## src/rtl/acgc_pkg.sv

```systemverilog
// Constants, register map and types for the gain and chop configuration bank
package acgc_pkg;

  // Register word, address, code and decoded value widths, and channel count
  localparam int unsigned DATA_W   = 16;
  localparam int unsigned MIN_AW   = 4;
  localparam int unsigned CODE_W   = 3;
  localparam int unsigned DLY_W    = 4;
  localparam int unsigned GAIN_W   = 8;
  localparam int unsigned PER_W    = 17;
  localparam int unsigned NUM_W    = 8;
  localparam int unsigned LEN_W    = 12;
  localparam int unsigned NUM_CH   = 2;

  // Register offsets, one word each
  localparam logic [3:0] OFS_GAIN = 4'h4;
  localparam logic [3:0] OFS_RSVD = 4'h5;
  localparam logic [3:0] OFS_CFG  = 4'h6;

  // Reset values
  localparam logic [15:0] RST_GAIN = 16'h0000;
  localparam logic [15:0] RST_RSVD = 16'h0000;
  localparam logic [15:0] RST_CFG  = 16'h0600;
  localparam logic [15:0] RD_ZERO  = 16'h0000;

  // Gain register field positions, channel n at n*GAIN_STEP
  localparam int unsigned GAIN0_LSB = 0;
  localparam int unsigned GAIN_STEP = 4;

  // Configuration word field positions
  localparam int unsigned DLY_LSB   = 9;
  localparam int unsigned CHOP_BIT  = 8;
  localparam int unsigned ALLCH_BIT = 7;
  localparam int unsigned NUM_LSB   = 4;
  localparam int unsigned LEN_LSB   = 1;
  localparam int unsigned CDEN_BIT  = 0;

  // Decode bases: each code step doubles from these; CNT_ONE is the settle count step
  localparam logic [GAIN_W-1:0] GAIN_BASE = 8'h01;
  localparam logic [PER_W-1:0]  DLY_BASE  = 17'h00002;
  localparam logic [NUM_W-1:0]  NUM_BASE  = 8'h01;
  localparam logic [PER_W-1:0]  CNT_ONE   = 17'h00001;

  // Measurement length in conversion periods, indexed by code
  localparam logic [7:0][LEN_W-1:0] LEN_TAB = {
    12'he00, 12'ha00, 12'h700, 12'h500,
    12'h300, 12'h200, 12'h100, 12'h080
  };

  // Chop settle sequencer states
  typedef enum logic [1:0] {
    ST_IDLE   = 2'b01,
    ST_SETTLE = 2'b10
  } acgc_settle_e;

endpackage : acgc_pkg

```

## src/rtl/acgc_field_if.sv

```systemverilog
// Field codes out of the register bank and their decoded values back
`timescale 1ns/1ns
`default_nettype none
interface acgc_field_if;
  logic [acgc_pkg::NUM_CH-1:0][acgc_pkg::CODE_W-1:0] gain_code;
  logic [acgc_pkg::NUM_CH-1:0][acgc_pkg::GAIN_W-1:0] gain;
  logic [acgc_pkg::DLY_W-1:0]  dly_code;
  logic [acgc_pkg::PER_W-1:0]  dly_periods;
  logic [acgc_pkg::CODE_W-1:0] num_code;
  logic [acgc_pkg::NUM_W-1:0]  num;
  logic [acgc_pkg::CODE_W-1:0] len_code;
  logic [acgc_pkg::LEN_W-1:0]  len;

  // Register side drives codes, decoder answers
  modport src (output gain_code, dly_code, num_code, len_code,
               input gain, dly_periods, num, len);
  modport dec (input gain_code, dly_code, num_code, len_code,
               output gain, dly_periods, num, len);
endinterface : acgc_field_if
`default_nettype wire

```

## src/rtl/acgc_field_dec.sv

```systemverilog
// Decoder from configuration codes to gains, periods and counts
`timescale 1ns/1ns
`default_nettype none
module acgc_field_dec (
  acgc_field_if.dec fld
);

  // Per-channel power-of-two gain, 000b is 1 and 111b is 128
  for (genvar ch = 0; ch < acgc_pkg::NUM_CH; ch++) begin : g_gain
    assign fld.gain[ch] = acgc_pkg::GAIN_BASE << fld.gain_code[ch];
  end

  // Settle delay doubles per step from 2 up to 65536
  assign fld.dly_periods = acgc_pkg::DLY_BASE << fld.dly_code;

  // Exceedance count doubles per step from 1
  assign fld.num = acgc_pkg::NUM_BASE << fld.num_code;

  // Length steps are irregular, so a table
  assign fld.len = acgc_pkg::LEN_TAB[fld.len_code];

endmodule : acgc_field_dec
`default_nettype wire

```

## src/rtl/acgc_chop_settle.sv

```systemverilog
// Chop settle sequencer: holds off measurement after each chop swap
`timescale 1ns/1ns
`default_nettype none
module acgc_chop_settle (
  input  wire logic                        ref_clk,
  input  wire logic                        srst,
  input  wire logic                        chop_en,
  input  wire logic [acgc_pkg::PER_W-1:0]  periods,
  input  wire logic                        mod_tick,
  input  wire logic                        chop_swap,
  output logic                             settling,
  output logic                             meas_resume
);

  typedef struct packed {
    acgc_pkg::acgc_settle_e      st;
    logic [acgc_pkg::PER_W-1:0]  cnt;
    logic                        busy;
    logic                        resume;
  } acgc_settle_s;

  acgc_settle_s s_q;
  acgc_settle_s s_d;

  // Count modulator ticks down; a new swap restarts the wait
  always_comb begin
    s_d        = s_q;
    s_d.resume = 1'b0;
    case (s_q.st)
      acgc_pkg::ST_IDLE: begin
        if (chop_en && chop_swap) begin
          s_d.st   = acgc_pkg::ST_SETTLE;
          s_d.cnt  = periods;
          s_d.busy = 1'b1;
        end
      end
      acgc_pkg::ST_SETTLE: begin
        if (!chop_en) begin
          s_d.st   = acgc_pkg::ST_IDLE;
          s_d.busy = 1'b0;
        end else if (chop_swap) begin
          s_d.cnt = periods;
        end else if (mod_tick) begin
          if (s_q.cnt == acgc_pkg::CNT_ONE) begin
            s_d.st     = acgc_pkg::ST_IDLE;
            s_d.busy   = 1'b0;
            s_d.resume = 1'b1;
          end else begin
            s_d.cnt = s_q.cnt - acgc_pkg::CNT_ONE;
          end
        end
      end
      default: begin
        s_d.st   = acgc_pkg::ST_IDLE;
        s_d.busy = 1'b0;
      end
    endcase
  end

  // State register
  always_ff @(posedge ref_clk) begin
    if (srst) begin
      s_q <= '{st: acgc_pkg::ST_IDLE, cnt: '0, busy: 1'b0, resume: 1'b0};
    end else begin
      s_q <= s_d;
    end
  end

  assign settling    = s_q.busy;
  assign meas_resume = s_q.resume;

endmodule : acgc_chop_settle
`default_nettype wire

```

## src/rtl/acgc_cfg_regs.sv

```systemverilog
// Gain, reserved and configuration registers with decoded field outputs
//
// Strobed register access was decided locally.
`timescale 1ns/1ns
`default_nettype none
module acgc_cfg_regs #(
  parameter int unsigned ADDR_W = 4
) (
  input  wire logic                        ref_clk,
  input  wire logic                        srst,
  // Register port
  input  wire logic [ADDR_W-1:0]           reg_addr,
  input  wire logic [acgc_pkg::DATA_W-1:0] reg_wdata,
  input  wire logic                        reg_wr,
  input  wire logic                        reg_rd,
  output logic [acgc_pkg::DATA_W-1:0]      reg_rdata,
  // Modulator timing
  input  wire logic                        mod_tick,
  input  wire logic                        chop_swap,
  // Gain codes and decoded gains
  output logic [acgc_pkg::CODE_W-1:0]      ch_one_gain_code,
  output logic [acgc_pkg::CODE_W-1:0]      ch_zero_gain_code,
  output logic [acgc_pkg::GAIN_W-1:0]      ch_one_gain,
  output logic [acgc_pkg::GAIN_W-1:0]      ch_zero_gain,
  // Chop control
  output logic [acgc_pkg::DLY_W-1:0]       chop_settle_delay,
  output logic [acgc_pkg::PER_W-1:0]       chop_settle_periods,
  output logic                             chop_enable,
  output logic                             chop_settling,
  output logic                             chop_meas_resume,
  // Current-detect control
  output logic                             detect_all_channels,
  output logic [acgc_pkg::CODE_W-1:0]      detect_exceed_count,
  output logic [acgc_pkg::NUM_W-1:0]       detect_exceed_num,
  output logic [acgc_pkg::CODE_W-1:0]      detect_measure_length,
  output logic [acgc_pkg::LEN_W-1:0]       detect_measure_periods,
  output logic                             detect_mode_enable
);

  // Offsets need four address bits
  if (ADDR_W < acgc_pkg::MIN_AW) begin : g_bad_aw
    $error("acgc_cfg_regs: ADDR_W too small for the register map");
  end

  localparam int unsigned CH_ZERO = 0;
  localparam int unsigned CH_ONE  = 1;

  // Whole bank state in one word
  typedef struct packed {
    logic [acgc_pkg::DATA_W-1:0]                       gain_w;
    logic [acgc_pkg::DATA_W-1:0]                       rsvd_w;
    logic [acgc_pkg::DATA_W-1:0]                       cfg_w;
    logic [acgc_pkg::DATA_W-1:0]                       rdata;
    logic [acgc_pkg::NUM_CH-1:0][acgc_pkg::GAIN_W-1:0] gain;
    logic [acgc_pkg::PER_W-1:0]                        dly_per;
    logic [acgc_pkg::NUM_W-1:0]                        num;
    logic [acgc_pkg::LEN_W-1:0]                        len;
  } acgc_bank_s;

  acgc_bank_s s_q;
  acgc_bank_s s_d;

  // Reset image of the bank
  localparam acgc_bank_s BANK_RST = '{
    gain_w:  acgc_pkg::RST_GAIN,
    rsvd_w:  acgc_pkg::RST_RSVD,
    cfg_w:   acgc_pkg::RST_CFG,
    rdata:   acgc_pkg::RD_ZERO,
    gain:    {acgc_pkg::GAIN_BASE, acgc_pkg::GAIN_BASE},
    dly_per: acgc_pkg::DLY_BASE << acgc_pkg::RST_CFG[acgc_pkg::DLY_LSB +: acgc_pkg::DLY_W],
    num:     acgc_pkg::NUM_BASE,
    len:     acgc_pkg::LEN_TAB[0]
  };

  // Address matches, widened to the port
  logic hit_gain;
  logic hit_rsvd;
  logic hit_cfg;

  assign hit_gain = (reg_addr == ADDR_W'(acgc_pkg::OFS_GAIN));
  assign hit_rsvd = (reg_addr == ADDR_W'(acgc_pkg::OFS_RSVD));
  assign hit_cfg  = (reg_addr == ADDR_W'(acgc_pkg::OFS_CFG));

  // Field codes handed to the decoder
  acgc_field_if fld ();

  for (genvar ch = 0; ch < acgc_pkg::NUM_CH; ch++) begin : g_code
    assign fld.gain_code[ch] =
      s_q.gain_w[acgc_pkg::GAIN0_LSB + ch*acgc_pkg::GAIN_STEP +: acgc_pkg::CODE_W];
  end

  assign fld.dly_code = s_q.cfg_w[acgc_pkg::DLY_LSB +: acgc_pkg::DLY_W];
  assign fld.num_code = s_q.cfg_w[acgc_pkg::NUM_LSB +: acgc_pkg::CODE_W];
  assign fld.len_code = s_q.cfg_w[acgc_pkg::LEN_LSB +: acgc_pkg::CODE_W];

  acgc_field_dec u_dec (
    .fld (fld.dec)
  );

  // Register writes, read return and decoded field capture
  always_comb begin
    s_d       = s_q;
    s_d.rdata = acgc_pkg::RD_ZERO;

    // Write decode; reserved bits are stored as written
    if (reg_wr) begin
      if (hit_gain) begin
        s_d.gain_w = reg_wdata;
      end else if (hit_rsvd) begin
        s_d.rsvd_w = reg_wdata;
      end else if (hit_cfg) begin
        s_d.cfg_w = reg_wdata;
      end
    end

    // Read decode; unmapped offsets return zero
    if (reg_rd) begin
      if (hit_gain) begin
        s_d.rdata = s_q.gain_w;
      end else if (hit_rsvd) begin
        s_d.rdata = s_q.rsvd_w;
      end else if (hit_cfg) begin
        s_d.rdata = s_q.cfg_w;
      end else begin
        s_d.rdata = acgc_pkg::RD_ZERO;
      end
    end

    // Decoded values trail their codes by one cycle to keep outputs registered
    s_d.gain    = fld.gain;
    s_d.dly_per = fld.dly_periods;
    s_d.num     = fld.num;
    s_d.len     = fld.len;
  end

  // Bank register
  always_ff @(posedge ref_clk) begin
    if (srst) begin
      s_q <= BANK_RST;
    end else begin
      s_q <= s_d;
    end
  end

  // Chop settle sequencer runs from the stored enable and decoded delay
  logic settle_busy;
  logic settle_done;

  acgc_chop_settle u_settle (
    .ref_clk     (ref_clk),
    .srst        (srst),
    .chop_en     (s_q.cfg_w[acgc_pkg::CHOP_BIT]),
    .periods     (s_q.dly_per),
    .mod_tick    (mod_tick),
    .chop_swap   (chop_swap),
    .settling    (settle_busy),
    .meas_resume (settle_done)
  );

  // Read data stands only in the cycle after the read strobe
  assign reg_rdata = s_q.rdata;

  // Gain outputs
  assign ch_one_gain_code  =
    s_q.gain_w[acgc_pkg::GAIN0_LSB + CH_ONE*acgc_pkg::GAIN_STEP +: acgc_pkg::CODE_W];
  assign ch_zero_gain_code =
    s_q.gain_w[acgc_pkg::GAIN0_LSB + CH_ZERO*acgc_pkg::GAIN_STEP +: acgc_pkg::CODE_W];
  assign ch_one_gain  = s_q.gain[CH_ONE];
  assign ch_zero_gain = s_q.gain[CH_ZERO];

  // Chop outputs
  assign chop_settle_delay   = s_q.cfg_w[acgc_pkg::DLY_LSB +: acgc_pkg::DLY_W];
  assign chop_settle_periods = s_q.dly_per;
  assign chop_enable         = s_q.cfg_w[acgc_pkg::CHOP_BIT];
  assign chop_settling       = settle_busy;
  assign chop_meas_resume    = settle_done;

  // Current-detect outputs
  assign detect_all_channels    = s_q.cfg_w[acgc_pkg::ALLCH_BIT];
  assign detect_exceed_count    = s_q.cfg_w[acgc_pkg::NUM_LSB +: acgc_pkg::CODE_W];
  assign detect_exceed_num      = s_q.num;
  assign detect_measure_length  = s_q.cfg_w[acgc_pkg::LEN_LSB +: acgc_pkg::CODE_W];
  assign detect_measure_periods = s_q.len;
  assign detect_mode_enable     = s_q.cfg_w[acgc_pkg::CDEN_BIT];

endmodule : acgc_cfg_regs
`default_nettype wire

```

## config.mk

```make
export PLATFORM = sky130hd
export DESIGN_NAME = acgc_cfg_regs
export DESIGN_NICKNAME = d
export VERILOG_FILES = /design/src/rtl/acgc_pkg.sv /design/src/rtl/acgc_field_if.sv /design/src/rtl/acgc_field_dec.sv /design/src/rtl/acgc_chop_settle.sv /design/src/rtl/acgc_cfg_regs.sv
export SDC_FILE = /design/constraint.sdc
export NUM_CORES = 1
export LEC_CHECK = 0
export ABC_AREA = 1
export BUFFER_PORTS_ARGS = -buffer_cell sky130_fd_sc_hd__buf_4
export CAP_MARGIN = 0
export CORE_MARGIN = 4
export CORE_UTILIZATION = 49
export DETAILED_ROUTE_END_ITERATION = 12
export PLACE_DENSITY = 0.82
export RECOVER_POWER = 25
export SYNTH_ARGS = -nofsm -noshare
export SYNTH_HDL_FRONTEND = slang
export SYNTH_HIERARCHICAL = 1
export SYNTH_SLANG_ARGS = --single-unit
```

## constraint.sdc

```tcl
create_clock -name ref_clk -period 4.9 [get_ports ref_clk]
set_clock_uncertainty 0.1 [all_clocks]
set_input_delay 0.98 -clock ref_clk [delete_from_list [all_inputs] [get_ports ref_clk]]
set_output_delay 0.98 -clock ref_clk [all_outputs]
set_load 0.005 [all_outputs]
```

==> out/metrics.csv, run 1 <==
metric,value,unit
finalCritPeriodShare,51.5,%
track_usage,19.1,%
ys_ff_latch,137,
num_rows,43,
critical_path_cell_count,6,
critical_path.n_buffers_inverters,1,
max-clock-path-buffers,2,
power_density,331,nW/um2
min_period,2520,ps
slew_violations,0,
antenna_cells,0,
timing.setup.tns,0,ps
initial_cell_density_of_the_core,50.3,%
final_layout_fill_cell_count,1307,
die_y,128,um
yosysTopAreaCellShare,39.0,%
cts-resized-gates,0,
synth_seq_area_share,39.0,%
final_antenna_net_count,0,
status,"finished, final reports clean",
fp.coreArea,14000,um2
gp_routability_congestion,0.844,
setup-violations-final,0,
drtPass1Iterations,5,
cp-end-kind,register,
holdPathStages,2,
peakVddDrop,0.279,mV
maximum_number_of_pins_on_one_net_before_global_route_repair,58,
die-width,128,um
grt_antenna_before_repair,0,
grt_overflow_total,0,
crit_path_cell_trace,buf_4 -> nor2_2 -> nand3_2 -> nand2_1 -> nand2_1 -> nor2_1,
required_time_worst_endpoint,5150,ps
synthesis.area,7040,um2
max_capacitance_violation_count,0,
layout-area-overhead-vs-synth,11.8,%
path_class,in2reg,
pnr_total_power,2.60,mW
synth-warning-count,6,
critical_path.max_fanout,32,
netlist_instances,1047,
ys_types,33,
stdcell_count,1256,
first_global_vias,5300,
place.detailed.hpwl,10.8,mm
final_hold_vios,0,
rsz_0062_raised_after_global_routing,false,
clock_sink_count,137,
worstHoldPathType,reg2reg,
fin_nets,1091,
yosys-top-cells-area,"sky130_fd_sc_hd__dfxtp_1 39%, sky130_fd_sc_hd__nand2_1 12%, sky130_fd_sc_hd__buf_4 10%",
critPathArrivalTime,2780,ps
post-cts-setup-buffers,0,
cp_common_cell,sky130_fd_sc_hd__nand2_1,
synth_edf_count,0,
tightestPinTransition,1160,ps
drive_gt1_share,21.4,%
drc_errors,0,
clock_latency,420,ps
global_route_wire_length_before_repair,25.2,mm
postSynth.topFlopCell,sky130_fd_sc_hd__dfxtp_1,
synth_largest_area_cell,sky130_fd_sc_hd__dfxtp_1,
boundaryPins,116,
cts_hold_buffers,0,
tritoncts,built,
detailed_route_iter0_violations,511,
critPathSlowestCell,sky130_fd_sc_hd__nand3_2,
cp_launch_type,input pin,
synth.avg_cell_area,6.72,um2
placement.setup.worst_slack,1970,ps
fmaxAchievable,397,MHz
slew_margin_rel,22.7,%
route.vias.total,5882,
timing.critical_path.slowest_cell_delay,680,ps
cts_root_buf,sky130_fd_sc_hd__clkbuf_16,
r2r_cells,7,
port-buffer-count,115,
route.detailed.wl_per_inst,12.3,um
h-tree-depth,4,
placed_cells_incl_taps,1224,
dieArea,16300,um2
leakage_power_summed_over_all_cells,3.78,nW
vias_per_cell,4.68,
timing.critical_path.max_delay_family,simple AND/OR/NAND/NOR gates,
clkTransAtPathRegs,60,ps
post_route_setup_slack,2380,ps
postSynth.asyncResetShare,0,%
numCtsBuffers,17,
route.final.wire_length,15.5,mm
[registers in the layout (all words and copies together) (netlist names), 3 cells and up]
| name | count |
|---|---|
| ch_one_gain_code | 3 |
| detect_exceed_count | 3 |
| detect_exceed_num | 8 |
| u_settle/s_q | 18 |
| s_q | 29 |
| detect_measure_length | 3 |
| detect_measure_periods | 12 |
| chop_settle_delay | 4 |
| ch_zero_gain | 8 |
| ch_one_gain | 8 |
| reg_rdata | 16 |
| chop_settle_periods | 17 |
| ch_zero_gain_code | 3 |
[routing by layer]
layer / GRT usage, % / up-vias / part of all wire [%]
met5: 0 / - / 0
met4: 5.87 / 0 / 1.1
met3: 4.17 / 15 / 6.2
met2: 33.2 / 159 / 52
met1: 23.5 / 2652 / 41
li1: - / 3056 / -
[synth_stat cells (3+ instances only)]
cell and instances:
sky130_fd_sc_hd__inv_1 152, sky130_fd_sc_hd__o21ai_0 7, sky130_fd_sc_hd__nand2_2 13, sky130_fd_sc_hd__dfxtp_1 137, sky130_fd_sc_hd__clkbuf_1 9, sky130_fd_sc_hd__nor3_2 13
sky130_fd_sc_hd__nor3_1 13, sky130_fd_sc_hd__a21oi_1 22, sky130_fd_sc_hd__inv_2 9, sky130_fd_sc_hd__nand3_1 83, sky130_fd_sc_hd__nor2_1 186, sky130_fd_sc_hd__or2_2 21
sky130_fd_sc_hd__nand3b_1 3, sky130_fd_sc_hd__nor2_2 18, sky130_fd_sc_hd__buf_2 16, sky130_fd_sc_hd__nand2_1 226, sky130_fd_sc_hd__buf_4 98, sky130_fd_sc_hd__buf_1 3
[cells in the final DEF (no fill, tap or decap)]
cell type,Yosys,layout
sky130_fd_sc_hd__or2_2,21,21
sky130_fd_sc_hd__clkinv_2,0,1
sky130_fd_sc_hd__conb_1,1,8
sky130_fd_sc_hd__nor2_4,1,1
sky130_fd_sc_hd__buf_4,98,109
sky130_fd_sc_hd__o21ai_0,7,7
sky130_fd_sc_hd__bufinv_16,0,2
sky130_fd_sc_hd__clkbuf_1,9,2
sky130_fd_sc_hd__clkinvlp_4,0,3
sky130_fd_sc_hd__a22oi_1,1,1
sky130_fd_sc_hd__nor2_1,186,184
sky130_fd_sc_hd__a21oi_1,22,22
sky130_fd_sc_hd__and2_1,1,1
sky130_fd_sc_hd__clkbuf_4,0,8
sky130_fd_sc_hd__dfxtp_1,137,137
sky130_fd_sc_hd__nor2_2,18,20
sky130_fd_sc_hd__nand2_1,226,226
sky130_fd_sc_hd__xor2_1,1,1
sky130_fd_sc_hd__nand3_1,83,83
sky130_fd_sc_hd__clkinv_1,2,2
sky130_fd_sc_hd__nand2_2,13,13
sky130_fd_sc_hd__nand3b_1,3,3
sky130_fd_sc_hd__ha_1,2,2
sky130_fd_sc_hd__nor3_1,13,13
sky130_fd_sc_hd__nand3_2,2,2
sky130_fd_sc_hd__inv_1,152,152
sky130_fd_sc_hd__inv_2,9,9
sky130_fd_sc_hd__inv_8,0,1
sky130_fd_sc_hd__nand2_8,1,1
sky130_fd_sc_hd__nor3_2,13,13
sky130_fd_sc_hd__nand2_4,1,1
sky130_fd_sc_hd__nor4_1,1,1
sky130_fd_sc_hd__o21ai_2,1,1
sky130_fd_sc_hd__inv_6,0,7
sky130_fd_sc_hd__o21bai_1,1,1
sky130_fd_sc_hd__clkbuf_16,0,17
[path summary, 6_finish.rpt]
check,start,endpoint,slack [ps]
max,reg_addr[3],ch_zero_gain_code[0]$_SDFFE_PP0P_,2380
min,s_q[95]$_SDFFE_PP0P_,reg_rdata[10]$_SDFF_PP0_,350
max reg2reg,u_settle/settling$_SDFFE_PP0P_,u_settle/s_q[3]$_SDFFE_PP0P_,3010
min reg2reg,s_q[95]$_SDFFE_PP0P_,reg_rdata[10]$_SDFF_PP0_,350
[cell families after synthesis]
logic type               Yosys count  share of synthesized area [%]
adder cells (fa/ha/maj)            2                          0.356
XOR/XNOR                           1                          0.124
buffers and inverters            291                           21.4
flip-flops                       137                           39.0
AO/OA/AOI/OAI                     32                           2.40
AND/OR/NAND/NOR                  583                           36.7
other                              1                         0.0533
[tightest hold or removal path, stage by stage, from the launching register on]
cell and delay, ps:
sky130_fd_sc_hd__dfxtp_1 310, sky130_fd_sc_hd__nand2_1 60, sky130_fd_sc_hd__a21oi_1 50
[per-stage QoR]
| stage | area [um2] | hold WS [ps] | utilization (%) |
|---|---|---|---|
| finish | 7870 | 353 | 56.3 |
| floorplan | 7060 | 335 | - |
| CTS | 7870 | 358 | 56.3 |
| global placement | 7280 | 344 | 52.1 |
| global route | 7870 | 374 | 56.3 |
| detailed placement | 7280 | 350 | 52.1 |
[report_power, final]
| part | switching [mW] | total [mW] | leakage (nW) | internal [mW] |
|---|---|---|---|---|
| clock network | 0.510 | 1.27 | 0.281 | 0.762 |
| registers | 0.0149 | 1.15 | 1.11 | 1.13 |
| logic | 0.112 | 0.181 | 2.39 | 0.0689 |
[layout make-up]
cell class              instances  area (um2)  share of cell area (%)
multi-input cells             626        2820                    35.8
flip-flops and latches        137        2740                    34.9
repair buffers                118         882                    11.2
inverters                     163         612                    7.78
clock buffers                  18         429                    5.45
well taps                     180         225                    2.86
clock inverters                14         160                    2.04
Power figures use the tool's default switching activity.
==> inputs of run 2 (changes only) <==
ABC_AREA = 0   (was 1)
clock period = 2.6 ns   (was 4.9 ns; I/O delays follow)
==> out/metrics.csv, run 2 <==
metric,value,unit
status,"finished, final reports clean",
mostFrequentLayoutCell,sky130_fd_sc_hd__dfxtp_1,
fin_nets,748,
synth.most_common_cell,sky130_fd_sc_hd__dfxtp_1,
rrSetupSlack,340,ps
maximum_number_of_pins_on_one_net_before_global_route_repair,136,
drive_gt1_share,23.2,%
route.final.wire_length,13.9,mm
clkTransAtPathRegs,60,ps
finalCritPeriodShare,87.0,%
track_usage,18.6,%
leakage_power_summed_over_all_cells,3.23,nW
critPathArrivalTime,2390,ps
fp.coreArea,12800,um2
clock_sink_count,137,
die-width,123,um
required_time_worst_endpoint,2730,ps
largest_reg_flops,29,
grt_overflow_total,0,
layout-area-overhead-vs-synth,13.4,%
setup-violations-final,0,
tritoncts,built,
worstHoldPathType,in2reg,
global_route_wire_length_before_repair,21.9,mm
rsz_0062_raised_after_global_routing,false,
r2r-start,u_settle/s_q[6]$_SDFFE_PP0P_,
final_antenna_net_count,0,
cts_root_buf,sky130_fd_sc_hd__clkbuf_16,
cp-end-kind,register,
regMostFlops,s_q,
drc_errors,0,
grt_antenna_before_repair,0,
synthesis.area,6480,um2
port-buffer-count,115,
antenna_cells,0,
final_layout_fill_cell_count,1065,
critical_path.max_fanout,15,
holdPathStages,2,
h-tree-depth,4,
synth.avg_cell_area,9.24,um2
min_period,2260,ps
num_rows,41,
postSynth.asyncResetShare,0,%
first_global_vias,4477,
cts-resized-gates,0,
post-cts-setup-buffers,0,
final_hold_vios,0,
power_density,654,nW/um2
numCtsBuffers,17,
layout_common_cells,"137 x sky130_fd_sc_hd__dfxtp_1, 118 x sky130_fd_sc_hd__buf_4, 70 x sky130_fd_sc_hd__nand2b_1",
max-clock-path-buffers,2,
gp_routability_congestion,0.904,
post_dp_cell_area,6770,um2
clock_latency,410,ps
peakVddDrop,0.413,mV
postSynth.topFlopCell,sky130_fd_sc_hd__dfxtp_1,
synth_largest_area_cell,sky130_fd_sc_hd__dfxtp_1,
yosysTopAreaCellShare,42.3,%
synth_edf_count,0,
fmaxAchievable,442,MHz
hold-worst-slack,240,ps
drtPass1Iterations,4,
ys_types,60,
route.detailed.wl_per_inst,15.4,um
synth_seq_area_share,42.3,%
cts_hold_buffers,0,
r2r_cells,5,
min_to,chop_settle_delay[0]$_SDFFE_PP1P_,
synthTopCellsByCount,"137 x sky130_fd_sc_hd__dfxtp_1, 98 x sky130_fd_sc_hd__buf_4, 70 x sky130_fd_sc_hd__nand2b_1",
path_class,reg2reg,
cp_launch_type,register,
hold_path_startpoint,reg_wdata[9],
slew_violations,0,
synth-warning-count,6,
die_y,123,um
dieArea,15100,um2
tightestPinTransition,1250,ps
netlist_instances,701,
timing.setup.tns,0,ps
initial_cell_density_of_the_core,50.7,%
vias_per_cell,5.09,
boundaryPins,116,
route.vias.total,4602,
yosys-top-cells-area,"sky130_fd_sc_hd__dfxtp_1 42%, sky130_fd_sc_hd__buf_4 11%, sky130_fd_sc_hd__mux2i_1 7.1%",
layout.cell_area.non_filler,7350,um2
ys_ff_latch,137,
max_capacitance_violation_count,0,
slew_margin_rel,16.8,%
place.detailed.hpwl,9.51,mm
detailed_route_iter0_violations,358,
critical_path.reg2reg.endpoint,u_settle/s_q[16]$_SDFFE_PP0P_,
-- run 2: cell count changes after synthesis, moves of 16 or more --
cell | before | now
sky130_fd_sc_hd__inv_1 | 152 | 19
sky130_fd_sc_hd__mux2i_1 | 0 | 46
sky130_fd_sc_hd__nand2_1 | 226 | 12
sky130_fd_sc_hd__nand2b_1 | 0 | 70
sky130_fd_sc_hd__nand3_1 | 83 | 1
sky130_fd_sc_hd__nor2_1 | 186 | 50
sky130_fd_sc_hd__nor2_2 | 18 | 0
sky130_fd_sc_hd__nor2b_1 | 0 | 67
sky130_fd_sc_hd__nor3b_1 | 0 | 26
sky130_fd_sc_hd__or2_2 | 21 | 5
-- run 2: cell families after synthesis --
logic type / Yosys count / share of synthesized area, %
buffers and inverters: 149 / 14.8
other: 1 / 0.0579
DFF: 137 / 42.3
AOI/OAI and AO/OA: 64 / 6.92
adders and majority gates: 2 / 0.386
muxes: 46 / 7.11
xor gates and xnor gates: 7 / 0.947
and+or+nand+nor: 295 / 27.4
-- run 2: per-stage QoR --
step / worst slack (ps) / cells / util (%) / total power, mW
after global placement: 441 / 873 / 53.0 / 2.43
after floorplan: 479 / 708 / - / 2.37
after global routing: 211 / 904 / 57.5 / 4.98
after detailed placement: 397 / 873 / 53.0 / 2.44
after CTS: 415 / 904 / 57.7 / 4.85
final: 337 / 904 / 57.5 / 4.81
-- run 2: critical path, cell delays in order, from the launching register on --
cell and delay, ps:
sky130_fd_sc_hd__dfxtp_1 350, sky130_fd_sc_hd__nor4_1 540, sky130_fd_sc_hd__nand4_1 330, sky130_fd_sc_hd__o211a_1 510, sky130_fd_sc_hd__nor2_1 180, sky130_fd_sc_hd__a211oi_1 60
-- run 2: worst max path at each step --
stage	startpoint	to	slack [ps]
3_3_place_gp	chop_swap	u_settle/s_q[16]$_SDFFE_PP0P_	440
3_5_place_dp	chop_swap	u_settle/s_q[16]$_SDFFE_PP0P_	400
4_1_cts	u_settle/s_q[6]$_SDFFE_PP0P_	u_settle/s_q[16]$_SDFFE_PP0P_	420
5_1_grt	u_settle/s_q[6]$_SDFFE_PP0P_	u_settle/s_q[16]$_SDFFE_PP0P_	210
6_report	u_settle/s_q[6]$_SDFFE_PP0P_	u_settle/s_q[16]$_SDFFE_PP0P_	340
2_1_floorplan	chop_swap	u_settle/s_q[16]$_SDFFE_PP0P_	480
-- run 2: final cells by class --
class                   instances  area (um2)  area share, %
clock buffers                  23         478           6.50
clock inverters                 8         119           1.62
inverters                      19        71.3          0.971
multi-input cells             422        2800           38.1
flip-flops and latches        137        2740           37.3
well taps                     172         215           2.93
repair buffers                123         920           12.5
-- run 2: routing by layer --
layer / global-route usage (%) / share of wire, % / vias to the layer above
met1: 22.6 / 43 / 2176
met4: 6.71 / 2.2 / 0
li1: - / - / 2280
met2: 31.5 / 50 / 127
met5: 0 / 0 / -
met3: 5.22 / 5.3 / 19
-- run 2: report_power, final --
group,switching [mW],total (mW),internal [mW]
registers,0.0210,2.15,2.13
clock network,0.843,2.42,1.57
logic,0.124,0.243,0.120
total,0.988,4.81,3.82
==> inputs of run 3 (changes only) <==
CELL_PAD_IN_SITES_DETAIL_PLACEMENT = 0   (was default)
CELL_PAD_IN_SITES_GLOBAL_PLACEMENT = 1   (was default)
CORE_UTILIZATION = 40   (was 49)
PLACE_DENSITY = 0.9   (was 0.82)
SYNTH_HIERARCHICAL = default   (was 1)
==> out/metrics.csv, run 3 <==
metric,value,unit
reg.largest.list,"s_q: 29 flops, u_settle.s_q: 19 flops",
seq_pwr_share,45.2,%
gp_routability_congestion,0.854,
p_clk_share,50.4,%
track_usage,17.8,%
vias_per_cell,5.13,
yosys-top-cells-area,"sky130_fd_sc_hd__dfxtp_1 46%, sky130_fd_sc_hd__buf_4 11%, sky130_fd_sc_hd__nand2_1 8.3%",
die-width,126,um
drtPass1Iterations,5,
ys_types,52,
power_density,680,nW/um2
placed_cells_incl_taps,860,
hold-worst-slack,252,ps
rrSetupSlack,300,ps
first_global_vias,4332,
critical_path.reg2reg.endpoint,u_settle.s_q[14]$_SDFFE_PP0P_,
final_hold_vios,0,
path_class,reg2reg,
min_period,2300,ps
leakage_power_summed_over_all_cells,2.63,nW
route.final.wire_length,14.3,mm
clock_latency,420,ps
tritoncts,built,
fin_nets,731,
hold_path_startpoint,reg_wdata[10],
dieArea,16000,um2
num_rows,42,
boundaryPins,116,
clkTransAtPathRegs,60,ps
route.detailed.wl_per_inst,16.0,um
grt_overflow_total,0,
yosysTopAreaCellShare,46.1,%
synth_edf_count,0,
place.detailed.hpwl,9.85,mm
timing.setup.tns,0,ps
numCtsBuffers,17,
slew_violations,0,
post_route_setup_slack,303,ps
port-buffer-count,107,
internal-power,3.43,mW
r2r-start,u_settle.s_q[2]$_SDFFE_PP0P_,
clock_sink_count,129,
cp_launch_type,register,
initial_cell_density_of_the_core,41.5,%
netlist_instances,673,
setup-violations-final,0,
synth-warning-count,0,
rsz_0062_raised_after_global_routing,false,
worstHoldPathType,in2reg,
cts-resized-gates,0,
fmaxAchievable,435,MHz
critical_path.max_fanout,5,
antenna_cells,0,
slew_margin_rel,29.5,%
layout_common_cells,"129 x sky130_fd_sc_hd__dfxtp_1, 124 x sky130_fd_sc_hd__nand2_1, 122 x sky130_fd_sc_hd__buf_4",
status,"finished, final reports clean",
synth_seq_area_share,46.1,%
h-tree-depth,4,
r2r_cells,7,
route.vias.total,4572,
detailed_route_iter0_violations,342,
largest_reg_flops,29,
synthesis.area,5600,um2
min_to,chop_settle_delay[1]$_SDFFE_PP1P_,
tightestPinTransition,1060,ps
die_y,126,um
drc_errors,0,
cp-end-kind,register,
max-clock-path-buffers,2,
stdcell_count,892,
fp.coreArea,13500,um2
finalCritPeriodShare,88.3,%
net-switching-power,1.01,mW
drive_gt1_share,24.4,%
cts_root_buf,sky130_fd_sc_hd__clkbuf_16,
postSynth.asyncResetShare,0,%
maximum_number_of_pins_on_one_net_before_global_route_repair,36,
synth.most_common_cell,sky130_fd_sc_hd__dfxtp_1,
layout-area-overhead-vs-synth,16.8,%
synth.avg_cell_area,8.33,um2
holdPathStages,3,
global_route_wire_length_before_repair,22.7,mm
placement.setup.worst_slack,320,ps
required_time_worst_endpoint,2780,ps
ys_ff_latch,129,
final_antenna_net_count,0,
max_capacitance_violation_count,0,
cts_hold_buffers,0,
synthTopCellsByCount,"129 x sky130_fd_sc_hd__dfxtp_1, 124 x sky130_fd_sc_hd__nand2_1, 85 x sky130_fd_sc_hd__buf_4",
synth_largest_area_cell,sky130_fd_sc_hd__dfxtp_1,
postSynth.topFlopCell,sky130_fd_sc_hd__dfxtp_1,
grt_antenna_before_repair,0,
p_sw_share,22.8,%
regMostFlops,s_q,
post-cts-setup-buffers,0,
critPathArrivalTime,2470,ps
peakVddDrop,0.524,mV
power.combinational.fraction,4.4,%
mostFrequentLayoutCell,sky130_fd_sc_hd__dfxtp_1,
## run 3: changes by cell type after synthesis, sizes merged, moves of 16 or more
| cell | before | now |
|---|---|---|
| nor3 | 24 | 42 |
| a21oi | 9 | 57 |
| mux2i | 46 | 0 |
| a22oi | 0 | 16 |
| nor3b | 27 | 2 |
| nand2b | 72 | 28 |
| nand2 | 14 | 124 |
| nor2b | 67 | 1 |
## run 3: logic make-up after synthesis
group	synth area share (%)
flip-flops	46.1
adder cells (fa/ha/maj)	0.446
other	0.0669
AO/OA/AOI/OAI	13.2
AND/OR/NAND/NOR	24.2
buffers and inverters	15.0
XOR/XNOR	0.938
## run 3: per-stage QoR
stage          total power, mW  area [um2]  util (%)
6_report                  4.45        6550      48.5
5_1_grt                   4.62        6550      48.5
4_1_cts                   4.50        6560      48.6
3_5_place_dp              2.25        6000      44.4
3_3_place_gp              2.25        6000      44.4
2_1_floorplan             2.17        5630         -
## run 3: layout make-up
class	count	area (um2)
inverter	6	22.5
multi-input combinational	422	2200
clock inverter	13	109
fill	1314	6960
timing repair buffer	127	953
tap	176	220
clock buffer	19	453
sequential	129	2580
## run 3: how the worst max path moves through the flow
stage	from	endpoint	slack [ps]	cells after the start
floorplan	reg_addr[0]	ch_one_gain_code[2]$_SDFFE_PP0P_	410	9
global placement	chop_swap	u_settle.s_q[16]$_SDFFE_PP0P_	380	6
detailed placement	u_settle.s_q[2]$_SDFFE_PP0P_	u_settle.s_q[14]$_SDFFE_PP0P_	320	7
CTS	u_settle.s_q[2]$_SDFFE_PP0P_	u_settle.s_q[14]$_SDFFE_PP0P_	320	7
global route	u_settle.s_q[2]$_SDFFE_PP0P_	u_settle.s_q[14]$_SDFFE_PP0P_	140	7
finish	u_settle.s_q[2]$_SDFFE_PP0P_	u_settle.s_q[14]$_SDFFE_PP0P_	300	7
## run 3: power groups by stage
stage               clock, mW  combinational, mW  sequential (mW)
global placement            0              0.194             2.05
finish                   2.24              0.194             2.01
CTS                      2.29              0.196             2.01
detailed placement          0              0.195             2.05
floorplan                   0              0.126             2.05
global route             2.40              0.214             2.01
## run 3: metal layers
| layer | global-route usage [%] | share of wire [%] | vias up |
|---|---|---|---|
| met2 | 28.1 | 49 | 161 |
| li1 | - | - | 2231 |
| met3 | 4.75 | 6.4 | 10 |
| met1 | 23.7 | 44 | 2170 |
| met4 | 5.74 | 0.96 | 0 |
| met5 | 0 | 0 | - |
## run 3: critical path: stages (launching register included)
cell	delay, ps
sky130_fd_sc_hd__dfxtp_1	340
sky130_fd_sc_hd__inv_1	100
sky130_fd_sc_hd__ha_1	230
sky130_fd_sc_hd__or4b_1	520
sky130_fd_sc_hd__or3_1	380
sky130_fd_sc_hd__xnor2_1	140
sky130_fd_sc_hd__a221oi_1	260
sky130_fd_sc_hd__nor3_1	80
